$ cat src/drt_pkg.sv
package drt_pkg;
   localparam int ADDR_W = 32;
   localparam int OFS_W = 12;
   localparam int DATA_W = 32;
   localparam int BLK_SHIFT = 12;
   localparam logic [11:0] BLK_MASK = 12'hFFF;
   localparam int N_ENTRIES = 4;
   localparam int ENTRY_IDX_W = 10;
   localparam logic [11:0] ID_REGION_OFS = 12'hF00;
   localparam logic [11:0] ID_BLOCK_OFS = 12'hFD0;
   localparam logic [11:0] DEVICE_ID_VALUE_OFS = 12'hFC8;
   localparam logic [11:0] DEVICE_TYPE_VALUE_OFS = 12'hFCC;
   localparam logic [11:0] PID4_OFS = 12'hFD0;
   localparam logic [11:0] PID0_OFS = 12'hFE0;
   localparam logic [11:0] PID1_OFS = 12'hFE4;
   localparam logic [11:0] PID2_OFS = 12'hFE8;
   localparam logic [11:0] PID3_OFS = 12'hFEC;
   localparam logic [11:0] CID0_OFS = 12'hFF0;
   localparam logic [11:0] CID1_OFS = 12'hFF4;
   localparam logic [11:0] CID2_OFS = 12'hFF8;
   localparam logic [11:0] CID3_OFS = 12'hFFC;
   localparam logic [11:0] LAST_ENTRY_OFS = 12'hEFC;
   localparam int CLASS_LSB = 4;
   localparam logic [3:0] CLASS_ROM1 = 4'h1;
   localparam logic [3:0] CLASS_ROM9 = 4'h9;
   localparam logic [3:0] LEGACY_SIZE_ZERO = 4'h0;
   localparam int SIZE_LSB = 4;
   localparam logic [31:0] ENTRY_END = 32'h00000000;
   localparam logic [31:0] ENTRY_PRESENT = 32'h00000003;
   localparam logic [31:0] ENTRY_OFS_MASK = 32'hFFFFF000;
   // Arbitrary example identity values
   localparam logic [7:0] PID0_VAL = 8'h5A;
   localparam logic [7:0] PID1_VAL = 8'hA0;
   localparam logic [7:0] PID2_VAL = 8'h0B;
   localparam logic [7:0] PID3_VAL = 8'h00;
   localparam logic [3:0] PID4_LOW = 4'h0;
   localparam logic [7:0] CID0_VAL = 8'h0D;
   localparam logic [3:0] CID1_LOW = 4'h0;
   localparam logic [7:0] CID2_VAL = 8'h05;
   localparam logic [7:0] CID3_VAL = 8'hB1;
   localparam logic [31:0] DEVICE_TYPE_VALUE_VAL = 32'h00000000;
   localparam logic [31:0] DEVICE_ID_VALUE_VAL = 32'h00000000;
   localparam logic [31:0] ROM_BASE = 32'h80000000;
   localparam logic [31:0] CLASS_FIELD_MASK = 32'h000000F0;
   localparam logic [ENTRY_IDX_W-1:0] MAX_SCAN = 10'h3C0;
   localparam int FOUND_MAX = 16;
   localparam int FOUND_IDX_W = 4;
   localparam int CLASS1_SEL = 0;
   localparam int ENTRY64_SEL = 1;

   typedef enum logic [2:0] {
      DRT_IDLE, DRT_CLASS, DRT_ENTRY, DRT_ENTRY_HI, DRT_DONE
   } drt_walk_st_t;

   // Address of a component's block: table base plus the entry's offset
   function automatic logic [31:0] drt_comp_addr(input logic [31:0] base, input logic [31:0] entry);
      drt_comp_addr = base + ((entry >> BLK_SHIFT) << BLK_SHIFT);
   endfunction
endpackage

$ cat src/drt_if.sv
`timescale 1ns/10ps
interface drt_if;
   logic req;
   logic wr;
   logic [31:0] addr;
   logic [31:0] wdata;
   logic [31:0] rdata;
   logic ack;
   logic err;

   modport table_end (input req, input wr, input addr, input wdata, output rdata, output ack, output err);
   modport reader_end (output req, output wr, output addr, output wdata, input rdata, input ack, input err);
endinterface // drt_if

$ cat src/drt_reader.sv
`timescale 1ns/10ps
module drt_reader
   import drt_pkg::*;
(
   input wire logic i_clk,
   input wire logic i_rst_b,
   input wire logic i_start,
   input wire logic i_base_present,
   input wire logic i_ptr_valid,
   input wire logic [31:0] i_base_ptr,
   input wire logic i_wide,
   drt_if.reader_end bus,
   output logic o_busy,
   output logic o_done,
   output logic o_found_valid,
   output logic [31:0] o_found_addr,
   output logic [3:0] o_class,
   output logic [FOUND_IDX_W-1:0] o_count
);
   drt_walk_st_t st_ff;
   logic [31:0] base_ff;
   logic [ENTRY_IDX_W-1:0] idx_ff;
   logic req_ff;
   logic [31:0] addr_ff;
   logic found_valid_ff;
   logic [31:0] found_addr_ff;
   logic [3:0] class_ff;
   logic [FOUND_IDX_W-1:0] count_ff;
   logic [11:0] entry_ofs;
   logic [11:0] follow_ofs;

   // Byte offset of an entry; wide entries take two words each
   function automatic logic [11:0] entry_offset(input logic wide, input logic [ENTRY_IDX_W-1:0] idx);
      entry_offset = wide ? {idx[ENTRY_IDX_W-2:0], 3'b000} : {idx, 2'b00};
   endfunction

   assign entry_ofs = entry_offset(i_wide, idx_ff);
   assign follow_ofs = entry_offset(i_wide, idx_ff + 10'h001);

   always_ff @(posedge i_clk) begin
      if (!i_rst_b) begin
         st_ff <= DRT_IDLE;
         base_ff <= 32'h00000000;
         idx_ff <= '0;
         req_ff <= 1'b0;
         addr_ff <= 32'h00000000;
         class_ff <= 4'h0;
      end else begin
         case (st_ff)
            DRT_IDLE: begin
               if (i_start) begin
                  if (!i_base_present || !i_ptr_valid) begin
                     st_ff <= DRT_DONE;
                  end else begin
                     base_ff <= i_base_ptr;
                     addr_ff <= i_base_ptr + {20'h00000, CID1_OFS};
                     req_ff <= 1'b1;
                     idx_ff <= '0;
                     st_ff <= DRT_CLASS;
                  end
               end
            end
            DRT_CLASS: begin
               req_ff <= 1'b0;
               if (bus.ack) begin
                  class_ff <= bus.rdata[CLASS_LSB +: 4];
                  addr_ff <= base_ff;
                  req_ff <= 1'b1;
                  st_ff <= DRT_ENTRY;
               end
            end
            DRT_ENTRY: begin
               req_ff <= 1'b0;
               if (bus.ack) begin
                  if (bus.rdata == ENTRY_END || idx_ff == MAX_SCAN - 10'h001
                      || entry_ofs == LAST_ENTRY_OFS || follow_ofs == ID_REGION_OFS) begin
                     st_ff <= DRT_DONE;
                  end else begin
                     idx_ff <= idx_ff + 10'h001;
                     addr_ff <= base_ff + {20'h00000, follow_ofs};
                     req_ff <= 1'b1;
                  end
               end
            end
            default: begin
               req_ff <= 1'b0;
               if (!i_start) begin
                  st_ff <= DRT_IDLE;
               end
            end
         endcase
      end
   end

   // Present entries give component block addresses; lower tables are reported for the next walk
   always_ff @(posedge i_clk) begin
      if (!i_rst_b) begin
         found_valid_ff <= 1'b0;
         found_addr_ff <= 32'h00000000;
         count_ff <= '0;
      end else begin
         found_valid_ff <= 1'b0;
         if (st_ff == DRT_IDLE && i_start) begin
            count_ff <= '0;
         end else if (st_ff == DRT_ENTRY && bus.ack && bus.rdata != ENTRY_END
                      && bus.rdata[0]) begin
            found_valid_ff <= 1'b1;
            found_addr_ff <= drt_comp_addr(base_ff, bus.rdata);
            count_ff <= count_ff + 4'h1;
         end
      end
   end

   assign bus.req = req_ff;
   assign bus.wr = 1'b0;
   assign bus.addr = addr_ff;
   assign bus.wdata = 32'h00000000;
   assign o_busy = (st_ff != DRT_IDLE) && (st_ff != DRT_DONE);
   assign o_done = (st_ff == DRT_DONE);
   assign o_found_valid = found_valid_ff;
   assign o_found_addr = found_addr_ff;
   assign o_class = class_ff;
   assign o_count = count_ff;
endmodule // drt_reader

$ cat src/flat_wrapper.sv
// flat-port wrapper written by rule: the top's interface ports become plain ports
module drt_reader_flat import drt_pkg::*;
  (i_clk, i_rst_b, i_start, i_base_present, i_ptr_valid, i_base_ptr, i_wide, o_busy, o_done, o_found_valid, o_found_addr, o_class, o_count, bus_req, bus_wr, bus_addr, bus_wdata, bus_rdata, bus_ack, bus_err);
  drt_if bus_i ();
  input wire logic i_clk;
  input wire logic i_rst_b;
  input wire logic i_start;
  input wire logic i_base_present;
  input wire logic i_ptr_valid;
  input wire logic [31:0] i_base_ptr;
  input wire logic i_wide;
  output logic o_busy;
  output logic o_done;
  output logic o_found_valid;
  output logic [31:0] o_found_addr;
  output logic [3:0] o_class;
  output logic [FOUND_IDX_W-1:0] o_count;
  output wire logic [$bits(bus_i.req)-1:0] bus_req;
  output wire logic [$bits(bus_i.wr)-1:0] bus_wr;
  output wire logic [$bits(bus_i.addr)-1:0] bus_addr;
  output wire logic [$bits(bus_i.wdata)-1:0] bus_wdata;
  input wire logic [$bits(bus_i.rdata)-1:0] bus_rdata;
  input wire logic [$bits(bus_i.ack)-1:0] bus_ack;
  input wire logic [$bits(bus_i.err)-1:0] bus_err;
  assign bus_req = bus_i.req;
  assign bus_wr = bus_i.wr;
  assign bus_addr = bus_i.addr;
  assign bus_wdata = bus_i.wdata;
  assign bus_i.rdata = bus_rdata;
  assign bus_i.ack = bus_ack;
  assign bus_i.err = bus_err;
  drt_reader u_core (.i_clk(i_clk), .i_rst_b(i_rst_b), .i_start(i_start), .i_base_present(i_base_present), .i_ptr_valid(i_ptr_valid), .i_base_ptr(i_base_ptr), .i_wide(i_wide), .bus(bus_i), .o_busy(o_busy), .o_done(o_done), .o_found_valid(o_found_valid), .o_found_addr(o_found_addr), .o_class(o_class), .o_count(o_count));
endmodule
$ cat config.mk
export PLATFORM = sky130hd
export DESIGN_NAME = drt_reader_flat
export DESIGN_NICKNAME = d
export VERILOG_FILES = /design/src/drt_pkg.sv /design/src/drt_if.sv /design/src/drt_reader.sv /design/src/flat_wrapper.sv
export SDC_FILE = /design/constraint.sdc
export NUM_CORES = 1
export LEC_CHECK = 0
export ABC_AREA = 1
export BUFFER_PORTS_ARGS = -buffer_cell sky130_fd_sc_hd__buf_2
export CAP_MARGIN = 20
export CORE_MARGIN = 2
export CORE_UTILIZATION = 50
export DETAILED_ROUTE_END_ITERATION = 7
export GPL_ROUTABILITY_DRIVEN = 0
export MAX_ROUTING_LAYER = met4
export PLACE_DENSITY = 0.74
export SETUP_SLACK_MARGIN = 0.2
export SYNTH_ARGS = -nofsm -noshare
export SYNTH_HDL_FRONTEND = slang
export SYNTH_SLANG_ARGS = --single-unit
$ cat constraint.sdc
create_clock -name i_clk -period 4.3 [get_ports i_clk]
set_input_delay 0.43 -clock i_clk [delete_from_list [all_inputs] [get_ports i_clk]]
set_output_delay 0.43 -clock i_clk [all_outputs]
set_load 0.02 [all_outputs]
==> metrics <==
Worst Setup Path Type=reg -> reg; Die Y=135 µm; Async SR Flop Fraction=0; Final Skew=0.00907 ns; synthesis-stage register bit count=119; Slew Limit Headroom=0.469; synthesized instance count=1390; post-CTS sizing=0; final setup fails=0; Area Overhead vs Synth=15.9%; unrepaired setup endpoints after global routing=no; main flop type after synthesis=dfxtp_1; # H-tree levels=4; Clock Latency Late Sink=0.43 ns; switch share=0.338; CTS tree=yes; post-DP HPWL=18.9 mm; top cells by area, synth=dfxtp_1 (28%), nand2_1 (15%), nand3_1 (7.7%); synth warn=0; Hold Buf Count CTS=0; Initial Utilization=0.514; CP required=4.66 ns; Post-Synthesis Cell Area=0.00856 mm²; Diodes inserted=0; Reg power frac=0.352; per-cell routed wire length=14.5 µm; Achievable Freq=281 MHz; worst vdd ir=273 µV; final hold violations=0; layout cells sized above 1=0.135; top cell type by total area after synthesis=dfxtp_1; vias in the first global route=8494; EDFF count, synth=0; Max-cap violations=0; critical path arrival=3.92 ns; row count=47; crit share post-route=0.828; total internal power=2.43 mW; most frequent cell after synthesis=nand2_1; Residual DRC=0; Hold Crit Class=in -> reg; combinational power share=0.245; Setup crit start kind=register; sequential area share after synthesis=0.278; total CTS buffers=17; final total negative setup slack=0 ns; initial antenna violation count=0; sw power=1.24 mW; Core Region=0.0166 mm²; global route overflow=0; gr usage total=0.285; initial DRC count=730; clock root cell=clkbuf_16; largest net degree at the start of global routing=76; I/O pins=181; drt first pass iters=5; post-CTS setup buffers=0; P_leak=4.94 nW; power per standard cell area=371 mW/mm²; Die Area=0.0182 mm²; Commonest cells post-synth=nand2_1 (342), nor2_1 (173), inv_1 (145); first-pass GRT wire length=40.5 mm; total power=3.68 mW; outcome=completed; post-route ant nets=0; fin crit period=3.56 ns; post-DR vias/cell=5.39; Critical Path End Type=register; via count=9405; clock-pin slew on the worst setup and hold paths=0.06 ns; Final Max Slew Viols=0; worst-path maximum fanout=40; nets=1621; # clock sinks=119; Synth cell types=45; Slew @ Worst Pin=0.796 ns; clock tree buffer depth=2; count of buffers from port buffering=146; clock network power share=0.403; Synth top area share=0.278; die width=135 µm; DRT Wirelength=25.2 mm; synthesized area per cell=6.16 µm²
power by group through the flow:
| stage | Sequential, mW | Combinational [mW] | Clock (mW) |
|---|---|---|---|
| floorplan | 1.37 | 0.616 | 0 |
| detailed placement | 1.32 | 0.889 | 0 |
| CTS | 1.29 | 0.897 | 1.50 |
| finish | 1.29 | 0.900 | 1.48 |
| global placement | 1.31 | 0.873 | 0 |
| global route | 1.31 | 1.02 | 1.54 |
area by class of cell:
class,instances,area [µm²]
Timing Repair Buffer,154,811
Clock inverter,14,176
Clock buffer,18,439
Multi-Input combinational cell,1069,5270
Tap cell,220,275
Inverter,150,563
Fill cell,1659,6720
Sequential cell,119,2380
worst max-delay path: stages (launching register included):
cell      delay (ns)
dfxtp_1         0.41
nor2_1          0.11
inv_2           0.10
nor2_4          0.04
inv_2           0.15
nand2_2         0.28
inv_2           0.47
nor2_1          0.16
a211oi_4        0.58
nand2_2         0.62
inv_2           0.40
nor2_1          0.07
nor2_1          0.10
flip-flops by register name, summed over array words and instances, names as in the netlist:
name	count
u_core.bus.addr	32
u_core.bus.req	1
u_core.o_count	4
u_core.st_ff	3
u_core.idx_ff	10
u_core.o_class	4
u_core.base_ff	32
u_core.o_found_valid	1
u_core.o_found_addr	32
cells by family after synthesis:
group,after synthesis,synth area share
AO/OA/AOI/OAI,257,0.165
AND/OR/NAND/NOR,721,0.358
adder cells (fa/ha/maj),38,0.0573
XOR/XNOR,20,0.0205
buffers and inverters,234,0.120
flip-flops,119,0.278
other,1,0.000438
through the flow:
| stage | area (µm²) | hold slack [ns] | setup WS, ns | util | std cells |
|---|---|---|---|---|---|
| 2_1_floorplan | 8680 | 0.451 | 1.56 | - | 1422 |
| 3_3_place_gp | 9270 | 0.448 | 0.921 | 0.557 | 1710 |
| 3_5_place_dp | 9280 | 0.452 | 0.841 | 0.557 | 1711 |
| 4_1_cts | 9890 | 0.261 | 0.811 | 0.594 | 1743 |
| 5_1_grt | 9920 | 0.279 | 0.453 | 0.596 | 1744 |
| 6_report | 9920 | 0.272 | 0.741 | 0.596 | 1744 |
final timing paths:
check	depth (start not counted)	startpoint	to	slack [ns]
max	12	u_core.st_ff[2]	u_core.bus.addr[7]	0.74
min	3	i_base_ptr[1]	u_core.base_ff[1]	0.27
max reg2reg	12	u_core.st_ff[2]	u_core.bus.addr[7]	0.74
min reg2reg	2	u_core.o_class[2]	u_core.o_class[2]	0.46
per-layer routing:
layer / vias up / part of all wire / GRT usage
li1: 4737 / - / -
met1: 4263 / 0.42 / 0.333
met2: 338 / 0.49 / 0.482
met3: 67 / 0.055 / 0.0435
met4: 0 / 0.041 / 0.134
met5: - / 0 / -
layout by cell type (no fill, tap or decap), types with 2 or more instances in the layout:
master / instances
nand4_1: 20
nor2_2: 3
xor2_1: 9
nor4_1: 11
a21oi_1: 115
nand3b_1: 13
o221ai_1: 2
bufinv_16: 3
inv_1: 145
buf_4: 7
and2_1: 2
xnor2_1: 11
clkinv_4: 4
o21a_1: 3
a22oi_1: 2
or2_2: 5
nand3_1: 131
o21bai_1: 13
inv_2: 5
a221oi_1: 2
nor3_1: 14
a21boi_0: 3
dfxtp_1: 119
clkbuf_16: 17
a21o_1: 5
buf_2: 146
a31oi_1: 3
o21ai_0: 94
clkinvlp_4: 5
fa_1: 2
o211ai_1: 6
o22ai_1: 3
nand2_2: 3
a211oi_1: 3
nor2_1: 172
conb_1: 33
ha_1: 36
nand2_1: 342
Note: power is estimated with default switching activity, not from simulation.
